`config.mk`:
```
export PLATFORM = sky130hd
export DESIGN_NAME = isabc_bus_option
export DESIGN_NICKNAME = d
export VERILOG_FILES = /design/src/hw/isabc_pkg.sv /design/src/hw/isabc_bus_option.sv
export SDC_FILE = /design/constraint.sdc
export NUM_CORES = 1
export LEC_CHECK = 0
export BUFFER_PORTS_ARGS = -buffer_cell sky130_fd_sc_hd__buf_2
export CORE_MARGIN = 1.5
export CORE_UTILIZATION = 57
export DETAILED_ROUTE_END_ITERATION = 8
export GPL_TIMING_DRIVEN = 0
export HOLD_SLACK_MARGIN = 0.12
export PLACE_DENSITY = 0.82
export SLEW_MARGIN = 20
export SYNTH_ARGS = -nofsm -noshare
export SYNTH_HDL_FRONTEND = slang
export SYNTH_SLANG_ARGS = --single-unit
```
`constraint.sdc`:
```
create_clock -name clk_sys -period 4.4 [get_ports clk_sys]
set_input_delay 0.44 -clock clk_sys [delete_from_list [all_inputs] [get_ports clk_sys]]
set_output_delay 0.44 -clock clk_sys [all_outputs]
set_load 0.005 [all_outputs]
```
`src/hw/isabc_pkg.sv`:
```
// Shared constants, pin bundle and boot window decode for the bus option block.
// Assumes all host pins arrive raw and are synchronised inside the block.
package isabc_pkg;

  // Register address within page 0 and field positions of the option byte
  localparam logic [3:0] ISABC_CFG_B_ADDR   = 4'hB;
  localparam int         ISABC_WIDE_BIT     = 3;
  localparam int         ISABC_CHRDY_BIT    = 4;
  localparam int         ISABC_BERR_BIT     = 5;
  localparam int         ISABC_BOOT_ROM_WRITE_ENABLE_BIT     = 6;
  localparam int         ISABC_EEPROM_LOAD_TRIGGER_BIT   = 7;

  // Reset-loaded byte layout
  localparam int         ISABC_LOCK_BIT     = 7;
  localparam int         ISABC_CORE_CLOCK_SELECT_BIT   = 6;
  localparam int         ISABC_INTERRUPT_DRIVE_MODE_BIT   = 5;
  localparam int         ISABC_COMP_BIT     = 4;
  localparam int         ISABC_WIN_LSB      = 0;
  localparam int         ISABC_WIN_MSB      = 3;

  // Values after reset
  localparam logic       ISABC_BIT_RST      = 1'b0;
  localparam logic [7:0] ISABC_BYTE_RST     = 8'h00;

  // Boot window sizes in bytes
  localparam logic [19:0] ISABC_SZ_8K       = 20'h02000;
  localparam logic [19:0] ISABC_SZ_32K      = 20'h08000;
  localparam logic [19:0] ISABC_SZ_64K      = 20'h10000;

  typedef struct packed {
    logic        bale;
    logic        iord_n;
    logic        iowr_n;
    logic        smemr_n;
    logic        smemw_n;
    logic [19:0] sa;
    logic [7:0]  sd;
    logic [7:0]  msd;
    logic [7:0]  strap;
  } isabc_pins_s;

  typedef struct packed {
    logic        valid;
    logic [19:0] base;
    logic [19:0] size;
  } isabc_win_s;

  // Window select code to base and size; 000X means no boot device
  function automatic isabc_win_s isabc_win_decode(input logic [3:0] code);
    isabc_win_s w;
    w = '{valid: 1'b1, base: 20'h0C000, size: ISABC_SZ_8K};
    case (code)
      4'h2:    w.base = 20'h0C000;
      4'h3:    w.base = 20'h0C400;
      4'h4:    w.base = 20'h0C800;
      4'h5:    w.base = 20'h0CC00;
      4'h6:    w.base = 20'h0D000;
      4'h7:    w.base = 20'h0D400;
      4'h8:    w.base = 20'h0D800;
      4'h9:    w.base = 20'h0DC00;
      4'hA:    w = '{valid: 1'b1, base: 20'h0C000, size: ISABC_SZ_32K};
      4'hB:    w = '{valid: 1'b1, base: 20'h0C800, size: ISABC_SZ_32K};
      4'hC:    w = '{valid: 1'b1, base: 20'h0D000, size: ISABC_SZ_32K};
      4'hD:    w = '{valid: 1'b1, base: 20'h0D800, size: ISABC_SZ_32K};
      4'hE:    w = '{valid: 1'b1, base: 20'h0C000, size: ISABC_SZ_64K};
      4'hF:    w = '{valid: 1'b1, base: 20'h0D000, size: ISABC_SZ_64K};
      default: w.valid = 1'b0;
    endcase
    return w;
  endfunction

  function automatic logic isabc_win_hit(input isabc_win_s w, input logic [19:0] a);
    return w.valid && (a >= w.base) && (a < w.base + w.size);
  endfunction

endpackage

```
`src/hw/isabc_bus_option.sv`:
```
// Host bus option byte, bus error capture, boot window decode and unlock gate.
// Assumes io_sel and page0 come from the core decoder on clk_sys; pins are raw.
`timescale 1ns/1ps

module isabc_bus_option (
  input  wire logic               clk_sys,
  input  wire logic               srst,
  input  wire isabc_pkg::isabc_pins_s pins,
  input  wire logic               io_sel,
  input  wire logic               page0,
  input  wire logic               wait_req,
  output logic                    io16_oe,
  output logic                    chrdy_oe,
  output logic [7:0]              sd_o,
  output logic                    sd_oe,
  output logic                    rom_rd_n,
  output logic                    rom_we_n,
  output logic                    eeprom_load_start,
  output logic                    rbcr1_wr,
  output logic [7:0]              rbcr1_data,
  output logic [7:0]              reset_cfg
);

  isabc_pkg::isabc_pins_s s1_q;
  isabc_pkg::isabc_pins_s s2_q;
  isabc_pkg::isabc_pins_s prev_q;
  isabc_pkg::isabc_win_s  win;
  logic                   cmd_act;
  logic                   cmd_end;
  logic                   rd_end;
  logic                   wr_end;
  logic                   mem_hit;
  logic                   reg_rd;
  logic                   at_cfg;
  logic                   cfg_wr;
  logic                   berr_set;
  logic                   ins_d;
  logic [7:0]             readback;
  logic                   sel_q;
  logic                   page0_q;
  logic [3:0]             addr_q;
  logic [7:0]             wdata_q;
  logic                   unlock_q;
  logic                   bale_seen_q;
  logic                   wide_q;
  logic                   chrdy_mode_q;
  logic                   boot_rom_write_enable_q;
  logic                   berr_q;
  logic                   eel_q;
  logic                   io16_q;
  logic                   chrdy_q;
  logic [7:0]             sd_o_q;
  logic                   sd_oe_q;
  logic                   rom_rd_n_q;
  logic                   rom_we_n_q;
  logic                   rbcr1_wr_q;
  logic [7:0]             rbcr1_data_q;
  logic [7:0]             cfg_c_q;

  // Pins are asynchronous to clk_sys; prev_q feeds edge detection only
  always_ff @(posedge clk_sys) begin
    s1_q   <= pins;
    s2_q   <= s1_q;
    prev_q <= s2_q;
  end

  assign cmd_act = ~s2_q.iord_n | ~s2_q.iowr_n;
  assign rd_end  = ~prev_q.iord_n & s2_q.iord_n;
  assign wr_end  = ~prev_q.iowr_n & s2_q.iowr_n;
  assign cmd_end = rd_end | wr_end;
  assign at_cfg  = page0_q && (addr_q == isabc_pkg::ISABC_CFG_B_ADDR);
  assign cfg_wr  = wr_end && sel_q && at_cfg && unlock_q;
  assign win     = isabc_pkg::isabc_win_decode(
                     cfg_c_q[isabc_pkg::ISABC_WIN_MSB:isabc_pkg::ISABC_WIN_LSB]);
  assign mem_hit = isabc_pkg::isabc_win_hit(win, s2_q.sa);
  assign reg_rd  = ~s2_q.iord_n && io_sel && page0
                   && (s2_q.sa[3:0] == isabc_pkg::ISABC_CFG_B_ADDR);
  // Write enable sits at bit 6, error flag at bit 5
  assign readback = {1'b0, boot_rom_write_enable_q, berr_q, chrdy_mode_q, wide_q, 3'h0};
  // Waits are being inserted while not-ready is driven; ending then is a fault
  assign berr_set = cmd_end && chrdy_q;

  // Strap byte caught every cycle of reset; last value before release sticks
  always_ff @(posedge clk_sys) begin
    if (srst) begin
      cfg_c_q <= s2_q.strap;
    end
  end

  // Access context held for the whole strobe so the end edge sees it
  always_ff @(posedge clk_sys) begin
    if (srst) begin
      sel_q   <= isabc_pkg::ISABC_BIT_RST;
      page0_q <= isabc_pkg::ISABC_BIT_RST;
      addr_q  <= 4'h0;
      wdata_q <= isabc_pkg::ISABC_BYTE_RST;
    end else if (cmd_act) begin
      sel_q   <= io_sel;
      page0_q <= page0;
      addr_q  <= s2_q.sa[3:0];
      wdata_q <= s2_q.sd;
    end
  end

  // Any register access other than the unlocking read drops the unlock
  always_ff @(posedge clk_sys) begin
    if (srst) begin
      unlock_q <= isabc_pkg::ISABC_BIT_RST;
    end else if (cmd_end && sel_q) begin
      unlock_q <= rd_end && at_cfg && !cfg_c_q[isabc_pkg::ISABC_LOCK_BIT];
    end
  end

  always_ff @(posedge clk_sys) begin
    if (srst) begin
      rbcr1_wr_q   <= isabc_pkg::ISABC_BIT_RST;
      rbcr1_data_q <= isabc_pkg::ISABC_BYTE_RST;
    end else begin
      rbcr1_wr_q <= wr_end && sel_q && at_cfg && !unlock_q;
      if (wr_end && sel_q && at_cfg && !unlock_q) begin
        rbcr1_data_q <= wdata_q;
      end
    end
  end

  always_ff @(posedge clk_sys) begin
    if (srst) begin
      wide_q       <= isabc_pkg::ISABC_BIT_RST;
      chrdy_mode_q <= isabc_pkg::ISABC_BIT_RST;
      boot_rom_write_enable_q       <= isabc_pkg::ISABC_BIT_RST;
    end else if (cfg_wr) begin
      wide_q       <= wdata_q[isabc_pkg::ISABC_WIDE_BIT];
      chrdy_mode_q <= wdata_q[isabc_pkg::ISABC_CHRDY_BIT];
      boot_rom_write_enable_q       <= wdata_q[isabc_pkg::ISABC_BOOT_ROM_WRITE_ENABLE_BIT];
    end
  end

  // Set beats clear so a fault in the clearing cycle is kept
  always_ff @(posedge clk_sys) begin
    if (srst) begin
      berr_q <= isabc_pkg::ISABC_BIT_RST;
    end else if (berr_set) begin
      berr_q <= 1'b1;
    end else if (cfg_wr && wdata_q[isabc_pkg::ISABC_BERR_BIT]) begin
      berr_q <= 1'b0;
    end
  end

  // Trigger is a pulse, never stored, so it reads back as zero
  always_ff @(posedge clk_sys) begin
    if (srst) begin
      eel_q <= isabc_pkg::ISABC_BIT_RST;
    end else begin
      eel_q <= cfg_wr && wdata_q[isabc_pkg::ISABC_EEPROM_LOAD_TRIGGER_BIT];
    end
  end

  always_ff @(posedge clk_sys) begin
    if (srst) begin
      bale_seen_q <= isabc_pkg::ISABC_BIT_RST;
    end else if (cmd_end) begin
      bale_seen_q <= 1'b0;
    end else if (s2_q.bale) begin
      bale_seen_q <= 1'b1;
    end
  end

  assign ins_d = io_sel && wait_req && (chrdy_mode_q ? (bale_seen_q || s2_q.bale) : cmd_act);

  always_ff @(posedge clk_sys) begin
    if (srst) begin
      io16_q  <= isabc_pkg::ISABC_BIT_RST;
      chrdy_q <= isabc_pkg::ISABC_BIT_RST;
    end else begin
      io16_q  <= io_sel && (!wide_q || cmd_act);
      chrdy_q <= ins_d;
    end
  end

  // Register read takes the data bus ahead of a boot window read
  always_ff @(posedge clk_sys) begin
    if (srst) begin
      sd_o_q     <= isabc_pkg::ISABC_BYTE_RST;
      sd_oe_q    <= isabc_pkg::ISABC_BIT_RST;
      rom_rd_n_q <= 1'b1;
      rom_we_n_q <= 1'b1;
    end else begin
      rom_rd_n_q <= ~(~s2_q.smemr_n && mem_hit);
      rom_we_n_q <= ~(~s2_q.smemw_n && mem_hit && boot_rom_write_enable_q);
      if (reg_rd) begin
        sd_o_q  <= readback;
        sd_oe_q <= 1'b1;
      end else if (~s2_q.smemr_n && mem_hit) begin
        sd_o_q  <= s2_q.msd;
        sd_oe_q <= 1'b1;
      end else begin
        sd_oe_q <= 1'b0;
      end
    end
  end

  assign io16_oe           = io16_q;
  assign chrdy_oe          = chrdy_q;
  assign sd_o              = sd_o_q;
  assign sd_oe             = sd_oe_q;
  assign rom_rd_n          = rom_rd_n_q;
  assign rom_we_n          = rom_we_n_q;
  assign eeprom_load_start = eel_q;
  assign rbcr1_wr          = rbcr1_wr_q;
  assign rbcr1_data        = rbcr1_data_q;
  assign reset_cfg         = cfg_c_q;
endmodule

```
## After elaboration in Yosys (flattened, before gate mapping)

Cells that the tools add are included.

| storage, ports and cells | value |
|---|---|
| register bits | 151 |
| input port bits | 54 |

| operators by class | value |
|---|---|
| eq/ne operators | 16 |
| bitwise gates (word level) | 12 |
| mux-type cells | 10 |
| reduce and logical (&&, ||, !) cells | 37 |
| $add $sub $neg | 1 |
| magnitude comparators | 2 |

Operators by type and width:

| operator | number |
|---|---|
| 13-bit case mux with 7 select lines | 1 |
| 4-bit == test, second input constant | 10 |
| 17-bit case mux with 2 select lines | 1 |
| 1-bit logical AND | 22 |
| 20-bit adder | 1 |
| 20-bit greater-or-equal comparator | 1 |
| 20-bit less-than comparator | 1 |
| 4-bit by 3-bit == test with 1-bit output, second input constant | 4 |
| 7-bit 2-to-1 mux | 2 |
| 14-bit OR reduction | 1 |
| 2-bit OR reduction | 5 |
| 4-bit by 2-bit == test with 1-bit output, second input constant | 2 |
| 1-bit NOT | 8 |
| 1-bit 2-to-1 mux | 6 |
| 2-bit nonzero test | 2 |
| 4-bit OR reduction | 1 |
| 1-bit logical NOT | 3 |
| 3-bit OR reduction | 1 |
| 1-bit AND | 2 |
| 1-bit logical OR | 2 |
| 1-bit OR | 2 |

## Longest topological paths before layout

Gate-level depths: netlist (run 1).

| logic depth | value |
|---|---|
| word-level depth | 9 |
| mapped depth | 13 |
| gate-level depth less buffers | 11 |

## Least setup slack after synthesis (run 1)

No wires, ideal clock.

| timing | value |
|---|---|
| kind | register -> register |
| start | register cfg_c_q[2] (netlist: reset_cfg[2]) |
| end | register sd_o_q[3] (netlist: sd_o[3]) |
| path slack | 1.712 ns |
| arrival time | 2.597 ns |
| path buffers | 2 |
| setup time | 0.091 ns |
| data required time | 4.309 ns |
| cell stages (with the launch flop) | 13 |
| clock period less this slack | 2.688 ns |
| cells stage by stage | edfxtp_1 > clkbuf_1 > xor2_1 > nand2_1 > ha_1 > inv_1 > ha_1 > a21o_1 > a2111oi_4 > and4b_1 > buf_6 > nand3_1 > a311oi_1 |

| on the way | value |
|---|---|
| word-level cells in the longest chain between the ends | 8 |
| elaborated cells on any way between the ends | 30 |
| those cells by class | add/sub: 1; order compare: 2; eq/ne: 14; mux: 3; reduce/logical: 10 |

Ends and longest elaborated chain:

| item | line | RTL |
|---|---|---|
| from (decl) | isabc_bus_option.sv:58 | `logic [7:0] cfg_c_q;` |
| from (signal assigned) | isabc_bus_option.sv:86 | `cfg_c_q <= s2_q.strap;` |
| 4-bit == test / 4-bit by 3-bit == test with 1-bit output (equally long branches) | isabc_pkg.sv:52 | `case (code)` |
| 3-bit OR reduction (no line) (tied with other cells) | -- |  |
| 13-bit case mux with 7 select lines / 17-bit case mux with 2 select lines (equally long branches) | isabc_pkg.sv:52 |  |
| 20-bit adder / 20-bit greater-or-equal comparator (equally long branches) | isabc_pkg.sv:73 | `return w.valid && (a >= w.base) && (a < w.base + w.size);` |
| 20-bit less-than comparator / 1-bit logical AND (equally long branches) | isabc_pkg.sv:73 |  |
| 1-bit logical AND * | isabc_pkg.sv:73 |  |
| 1-bit logical AND * | isabc_bus_option.sv:193 | `end else if (~s2_q.smemr_n && mem_hit) begin` |
| 2-bit nonzero test (no line) * | -- |  |
| to (signal assigned) | isabc_bus_option.sv:183 | `sd_o_q <= isabc_pkg::ISABC_BYTE_RST;` |
| to (signal assigned) | isabc_bus_option.sv:191 | `sd_o_q <= readback;` |
| to (signal assigned) | isabc_bus_option.sv:194 | `sd_o_q <= s2_q.msd;` |
| to (decl) | isabc_bus_option.sv:52 | `logic [7:0] sd_o_q;` |

Mark *: on every way between the ends. The rest lies on a longest branch, timed or not.
A chain may end at the register's enable or synchronous reset.

## Worst setup path in the final report (run 1)

Ends and elaborated chain as after synthesis.

==> results of run 1 <==
[metal layers]
metal / vias up / wire length, microns / global-route usage (%)
met4: 0 / 168 / 9.09
met3: 19 / 513 / 9.23
li1: 1472 / - / -
met5: - / 0 / 0
met2: 101 / 4710 / 42.7
met1: 1421 / 3680 / 28.7
[layout by cell type, fill, tap and decap left out, types with 2 or more instances in the layout]
master	Yosys	layout
inv_1	9	9
nand2_1	36	36
dfxtp_1	143	143
o21ai_0	11	11
a31oi_1	2	2
nor2_1	19	19
bufinv_16	0	2
edfxtp_1	8	8
nand2b_1	5	5
nor4_1	4	4
nor3_1	2	2
a21oi_1	23	23
dlygate4sd3_1	0	49
mux2i_1	12	12
a311oi_1	4	4
clkbuf_16	0	16
clkinv_2	0	5
a21o_1	3	3
nand3_1	10	10
ha_1	9	9
clkinvlp_4	0	3
buf_2	1	85
clkbuf_1	9	11
and3_1	3	3
buf_6	2	2
nand4_1	2	2
[kinds of logic (layout without fill, tap and decap cells)]
kind of cell / count (synthesis) / after routing / synth area share (%)
flip-flops: 151 / 151 / 72.8
AND/OR/NAND/NOR: 96 / 96 / 11.5
AO/OA/AOI/OAI: 49 / 49 / 7.72
buffers and inverters: 22 / 187 / 2.32
multiplexers: 12 / 12 / 2.82
adder cells (fa/ha/maj): 9 / 9 / 2.64
XOR/XNOR: 1 / 1 / 0.206
[flip-flops by register name (all words and copies together), names as in the netlist, 2 cells and up]
name and cells:
addr_q 4, prev_q 2, rbcr1_data 8, reset_cfg 8, s1_q 49, s2_q 49, sd_o 8, wdata_q 8
[cell type report]
type | count | area [sq um]
clock inverters | 13 | 131
flip-flops and latches | 151 | 3100
clock buffers | 19 | 422
well taps | 99 | 124
fillers | 404 | 1400
repair buffers | 133 | 911
inverters | 9 | 33.8
multi-input cells | 167 | 1060
plain buffers | 13 | 65.1
[critical path: cells and delay by family, from the launching register on]
kind | cells | cell delay [ns]
XOR/XNOR | 1 | 0.19
adder cells (fa/ha/maj) | 2 | 0.60
buffers and inverters | 2 | 0.34
flip-flops | 1 | 0.35
AND/OR/NAND/NOR | 2 | 0.46
AO/OA/AOI/OAI | 4 | 1.04
[power by group]
part / switching, mW / internal, mW / total [mW]
Combinational: 0.0661 / 0.0798 / 0.146
Sequential: 0.0273 / 1.44 / 1.47
Clock: 0.544 / 0.803 / 1.35
[path summary, 6_finish.rpt]
| check | from | endpoint | slack [ns] |
|---|---|---|---|
| setup / recovery | reset_cfg[2]$_DFFE_PP_ | sd_o[3]$_SDFFE_PP0P_ | 1.27 |
| hold reg to reg | s1_q[44]$_DFF_P_ | s2_q[44]$_DFF_P_ | 0.32 |
| hold / removal | wait_req | chrdy_oe$_SDFF_PP0_ | 0.18 |
| setup reg to reg | reset_cfg[2]$_DFFE_PP_ | sd_o[3]$_SDFFE_PP0P_ | 1.27 |
[through the flow]
stage          cells  hold WS (ns)  cell area (sq um)  total power [mW]  utilization, %
6_report         604         0.177               5850              2.97            80.6
2_1_floorplan    340         0.310               4260              1.55               -
5_1_grt          604         0.184               5850              3.07            80.6
4_1_cts          604         0.164               5850              2.97            80.6
3_3_place_gp     523         0.310               4810              1.60            66.3
3_5_place_dp     523         0.312               4810              1.61            66.3
==> results.md, run 1 <==
- CP peak stage delay: 0.39 ns
- Crit path max fanout: 9
- Power per Cell Area: 507 nW/um^2
- Slew @ Worst Pin: 0.523 ns
- Leak: 2.56 nW
- CTS buffer count: 17
- Cell Chain, Critical Path: clkbuf_1 -> xor2_1 -> nand2_1 -> ha_1 -> inv_1 -> ha_1 -> a21o_1 -> a2111oi_4 -> nand4b_1 -> o21ai_0 -> a311oi_1
- Async SR Flop Fraction: 0%
- Crit path DAT: 3.51 ns
- Maximum root-to-sink buffer count: 2
- Clock sink count: 151
- Main synth FF type: dfxtp_1
- Critical setup path kind: flip-flop to flip-flop
- Hold WC Path Type: input pin to flip-flop
- Hold Path Depth: 3
- Count leader, synth: dfxtp_1
- Peak supply drop: 419 uV
- Row Count: 31
- Share of layout cells above drive strength 1: 24.8%
- Syn_nets: 403
- Gpl congestion: 0.826
- YS warnings: 0
- Area grow syn2layout: 37.3%
- Req. time, crit path: 4.78 ns
- Mean Syn Cell Area: 12.5 sq um
- DIE WIDTH: 89.5 microns
- Post-detail-place hpwl: 5420 microns
- Worst-path clk slew: 0.06 ns
- Count of buffers from port buffering: 84
- Post-synth top cells: dfxtp_1 (143), nand2_1 (36), a21oi_1 (23), nor2_1 (19), mux2i_1 (12)
- Routed WL: 9070 microns
- Die area: 8000 sq um
- Max Cap Violations: 0
- Top-area cell type share of the netlist area: 67.2%
- I/O pin total: 85
- Synth top area cells: dfxtp_1 (67%), edfxtp_1 (5.6%), nand2_1 (3.2%)
- Leading area contributor after synthesis: dfxtp_1
- Vias: 3013
- Worst slew margin: 65.1%
- Hold buffers post-CTS: 49
- Post-cts resize count: 0
- Fin crit share: 71.1%
- Outcome: finished, final reports clean
- R2R cell count: 11
- Largest net degree at the start of global routing: 17
- # setup viols final: 0
- EDFF count, synth: 8
- Cell area after synthesis: 4260 sq um
- Total Routing Usage GR: 24.9%
- Startpoint Class: flip-flop
- Final slew viol count: 0
- Crit end category: flip-flop
- RSZ-0062 raised after global routing: false
- TritonCTS clock tree: built
- Synthesized instance count: 340
- Routed WL per cell: 15.0 microns
- Initial detailed-routing violation count: 176
- Number of global-route vias before repair: 3039
- ANT nets after route: 0
- Min cycle time layout: 3.13 ns
- Initial Util: 58.8%
- Root Buffer: clkbuf_8
- Fin nets: 555
- Vias per inst: 4.99
- Seq cells post-synth: 151
- Die span in y: 89.5 microns
- CP most frequent cell: ha_1
- Slowest-stage cell, CP: a2111oi_4
- Core ar.: 7250 sq um
- Setup TNS Final: 0 ns
- Setup ws final: 1.27 ns
- Hold Vio Cnt, Final: 0
- Pre-CTS WS: 1.42 ns
- H-tree levels: 4
- Distinct cells, synth: 44
- Seq/Total Area, Yosys: 72.8%
- # DRC: 0
- Antenna cells: 0
- Aggregate global routing overflow: 0
- Final Skew: 0.0110 ns
- DR pass1 iterations: 4
- First-pass GRT wire length: 14400 microns
- Max Fclk: 0.320 GHz
- Worst skew pair latency: 0.53 ns
- Postcts setup bufs: 0
- Antenna violations before repair: 0
Note: power is estimated with default switching activity, not from simulation.
==> inputs of run 2 (changes only) <==
--- a/config.mk
+++ b/config.mk
@@ -7,11 +7,11 @@
 export LEC_CHECK = 0
 export BUFFER_PORTS_ARGS = -buffer_cell sky130_fd_sc_hd__buf_2
 export CORE_MARGIN = 1.5
-export CORE_UTILIZATION = 57
+export CORE_UTILIZATION = 48
 export DETAILED_ROUTE_END_ITERATION = 8
 export GPL_TIMING_DRIVEN = 0
 export HOLD_SLACK_MARGIN = 0.12
-export PLACE_DENSITY = 0.82
+export PLACE_DENSITY = 0.74
 export SLEW_MARGIN = 20
 export SYNTH_ARGS = -nofsm -noshare
 export SYNTH_HDL_FRONTEND = slang
==> constraint.sdc (replaced) <==
create_clock -name clk_sys -period 2.6 [get_ports clk_sys]
set_input_delay 0.26 -clock clk_sys [delete_from_list [all_inputs] [get_ports clk_sys]]
set_output_delay 0.26 -clock clk_sys [all_outputs]
set_load 0.005 [all_outputs]
==> run 2 against run 1 <==
  * The run now ends with setup timing left
  * Routed wire length is 4.3% lower
  * Sequential cell count stayed put
  * Clock-buffer cell count is 2 lower
  * Utilization is 11 points lower
  * Critical path depth is 2 higher
  * Global-route usage is 5.6 points lower
  * Power is 70% higher
  * Non-clock buffer count is 9 higher
  * Combinational power is 76% higher
  * First-iteration DRC count is 37% lower
  * Cell count is 3.0% higher
==> results.md, run 2 (synthesis results as in run 1) <==
- Outcome: finished with violations (was finished, final reports clean)
- Failing checks: setup timing
- R2R cell count: 13 (was 11)
- Part of the power in combinational logic: 5.1% (was 4.9%)
- Power per Cell Area: 835 nW/um^2 (was 507 nW/um^2)
- Most frequent cells in the layout: dfxtp_1 (143), buf_2 (85), dlygate4sd3_1 (53) (was dfxtp_1 (143), buf_2 (85), dlygate4sd3_1 (49))
- ANT nets after route: 0 (unchanged)
- Clock share of power: 45.5% (was 45.4%)
- Number of global-route vias before repair: 3095 (was 3039)
- Critical setup path kind: flip-flop to flip-flop (unchanged)
- # DRC: 0 (unchanged)
- Crit path DAT: 3.13 ns (was 3.51 ns)
- Post-placement cell area: 4820 sq um (was 4810 sq um)
- Clock sink count: 151 (unchanged)
- Post-detail-place hpwl: 5200 microns (was 5420 microns)
- # setup viols final: 9 (was 0)
- Total Routing Usage GR: 19.3% (was 24.9%)
- DIE WIDTH: 97.2 microns (was 89.5 microns)
- CTS buffer count: 17 (unchanged)
- Core ar.: 8680 sq um (was 7250 sq um)
- TritonCTS clock tree: built (unchanged)
- Crit path max fanout: 7 (was 9)
- Largest net degree at the start of global routing: 18 (was 17)
- Aggregate global routing overflow: 0 (unchanged)
- Root Buffer: clkbuf_8 (unchanged)
- Pint: 3.82 mW (was 2.33 mW)
- Cell Chain, Critical Path: buf_6 -> xor2_1 -> nand2_1 -> ha_1 -> inv_2 -> ha_4 -> a21o_1 -> a2111oi_4 -> and4b_1 -> buf_6 -> buf_4 -> nand3_1 -> a21oi_2 (was clkbuf_1 -> xor2_1 -> nand2_1 -> ha_1 -> inv_1 -> ha_1 -> a21o_1 -> a2111oi_4 -> nand4b_1 -> o21ai_0 -> a311oi_1)
- Final Skew: 0.00727 ns (was 0.0110 ns)
- Slew @ Worst Pin: 0.554 ns (was 0.523 ns)
- Flop pwr share: 49.4% (was 49.6%)
- I/O pin total: 85 (unchanged)
- DR pass1 iterations: 5 (was 4)
- First-pass GRT wire length: 14200 microns (was 14400 microns)
- Crit end category: flip-flop (unchanged)
- H-tree levels: 4 (unchanged)
- Peak supply drop: 544 uV (was 419 uV)
- RR Startpoint: reset_cfg[1]$_DFFE_PP_ (was reset_cfg[2]$_DFFE_PP_)
- Req. time, crit path: 3.05 ns (was 4.78 ns)
- Die area: 9450 sq um (was 8000 sq um)
- Post-route insts no fill: 622 (was 604)
- Fin area: 6040 sq um (was 5850 sq um)
- CP Depth: 13 (was 11)
- Worst skew pair latency: 0.52 ns (was 0.53 ns)
- Leak: 2.62 nW (was 2.56 nW)
- Total Power: 5.04 mW (was 2.97 mW)
- Gpl congestion: 0.779 (was 0.826)
- Most common cell after layout, fill and taps aside: dfxtp_1 (unchanged)
- Worst path top cell family by delay: compound AO/OA/AOI/OAI gates (unchanged)
- Sw frac: 24.1% (was 21.5%)
- Switching Power: 1.22 mW (was 0.638 mW)
- Hold Vio Cnt, Final: 0 (unchanged)
- Routed WL: 8680 microns (was 9070 microns)
- Setup crit start: reset_cfg[1]$_DFFE_PP_ (was reset_cfg[2]$_DFFE_PP_)
- Row Count: 34 (was 31)
- Hold WC Path Type: input pin to flip-flop (unchanged)
- Initial Util: 49.1% (was 58.8%)
- Worst slew margin: 63.1% (was 65.1%)
- Fin nets: 564 (was 555)
- Largest regs: s1_q (49), s2_q (49) (unchanged)
- Initial detailed-routing violation count: 111 (was 176)
- Share of layout cells above drive strength 1: 29.0% (was 24.8%)
- Critical R2R Capture: sd_o[1]$_SDFFE_PP0N_ (was sd_o[3]$_SDFFE_PP0P_)
- Startpoint Class: flip-flop (unchanged)
- CP peak stage delay: 0.40 ns (was 0.39 ns)
- CP most frequent cell: buf_6 (was ha_1)
- Vias per inst: 4.79 (was 4.99)
- Max Cap Violations: 0 (unchanged)
- Fin crit share: 103% (was 71.1%)
- Maximum root-to-sink buffer count: 2 (unchanged)
- Min cycle time layout: 2.68 ns (was 3.13 ns)
- Routed WL per cell: 14.0 microns (was 15.0 microns)
- Setup ws final: -0.0763 ns (was 1.27 ns)
- R2R Setup Slk: -0.08 ns (was 1.27 ns)
- Crit path buffers/inverters: 4 (was 2)
- Antenna cells: 0 (unchanged)
- Final core utilization: 69.6% (was 80.6%)
- Vias: 2981 (was 3013)
- Count of buffers from port buffering: 84 (unchanged)
- Worst setup endpoint: sd_o[1]$_SDFFE_PP0N_ (was sd_o[3]$_SDFFE_PP0P_)
- Worst-path clk slew: 0.07 ns (was 0.06 ns)
- RSZ-0062 raised after global routing: true (was false)
- Area grow syn2layout: 41.7% (was 37.3%)
- Final slew viol count: 0 (unchanged)
- Max Fclk: 0.374 GHz (was 0.320 GHz)
- Slowest-stage cell, CP: edfxtp_1 (was a2111oi_4)
- Antenna violations before repair: 0 (unchanged)
- DP Cell Count: 532 (was 523)
- Die span in y: 97.2 microns (was 89.5 microns)
[run 2: cell types whose count changed in the layout (fill, tap and decap cells not counted), moves of 5 or more]
cell	previous run	this run
nand3_1	10	4
inv_8	0	6
clkinv_2	5	0
buf_4	0	6
inv_6	1	7
nand3_2	1	7
[run 2: worst min path at each step]
| stage | depth (start not counted) | end | slack (ns) | from |
|---|---|---|---|---|
| floorplan | 0 | s1_q[0]$_DFF_P_ | 0.29 | pins[0] |
| global placement | 0 | s2_q[18]$_DFF_P_ | 0.31 | s1_q[18]$_DFF_P_ |
| detailed placement | 0 | s2_q[29]$_DFF_P_ | 0.31 | s1_q[29]$_DFF_P_ |
| CTS | 1 | reset_cfg[1]$_DFFE_PP_ | 0.12 | srst |
| global route | 1 | reset_cfg[0]$_DFFE_PP_ | 0.12 | srst |
| finish | 1 | reset_cfg[1]$_DFFE_PP_ | 0.13 | srst |
[run 2: layout make-up]
type / instances / area [sq um]
Sequential cell: 151 / 3100
Fill cell: 636 / 2640
Multi-Input combinational cell: 167 / 1140
Timing Repair Buffer: 144 / 1010
Clock buffer: 17 / 414
Clock inverter: 15 / 144
Tap cell: 108 / 135
Buffer: 11 / 57.6
Inverter: 9 / 33.8
[run 2: worst register-to-register path, cell delays in order, from the launching register on]
cell	delay, ns
edfxtp_1	0.40
buf_6	0.15
xor2_1	0.13
nand2_1	0.09
ha_1	0.32
inv_2	0.07
ha_4	0.19
a21o_1	0.19
a2111oi_4	0.32
and4b_1	0.25
buf_6	0.14
buf_4	0.12
nand3_1	0.10
a21oi_2	0.15
[run 2: stage by stage]
stage	hold WS (ns)	TNS, ns	setup WS [ns]
floorplan	0.288	0	0.0383
global placement	0.310	-0.636	-0.105
detailed placement	0.312	-1.35	-0.189
CTS	0.124	-0.953	-0.132
global route	0.121	-2.30	-0.266
finish	0.134	-0.442	-0.0763
[run 2: layer usage]
metal | up-vias | share of wire (%) | GRT usage, % | wire length (microns)
li1 | 1489 | - | - | -
met1 | 1397 | 42 | 21.7 | 3650
met2 | 81 | 52 | 33.6 | 4560
met3 | 14 | 4.1 | 6.91 | 353
met4 | 0 | 1.4 | 7.58 | 121
met5 | - | 0 | 0 | 0
[run 2: repair_timing]
item / in CTS / in global routing
pin swaps: 14 / 9
buffers inserted: 6 / 1
setup endpoints to repair: 9 / 11
hold buffers: 53 / 0
gates resized for setup: 13 / 7
endpoints found under the hold margin: 53 / 0
[run 2: power by group through the flow]
stage               sequential (mW)  clock (mW)  combinational (mW)
floorplan                      2.53           0              0.0981
global placement               2.53           0               0.171
detailed placement             2.54           0               0.179
CTS                            2.49        2.33               0.251
global route                   2.50        2.45               0.283
finish                         2.49        2.29               0.257
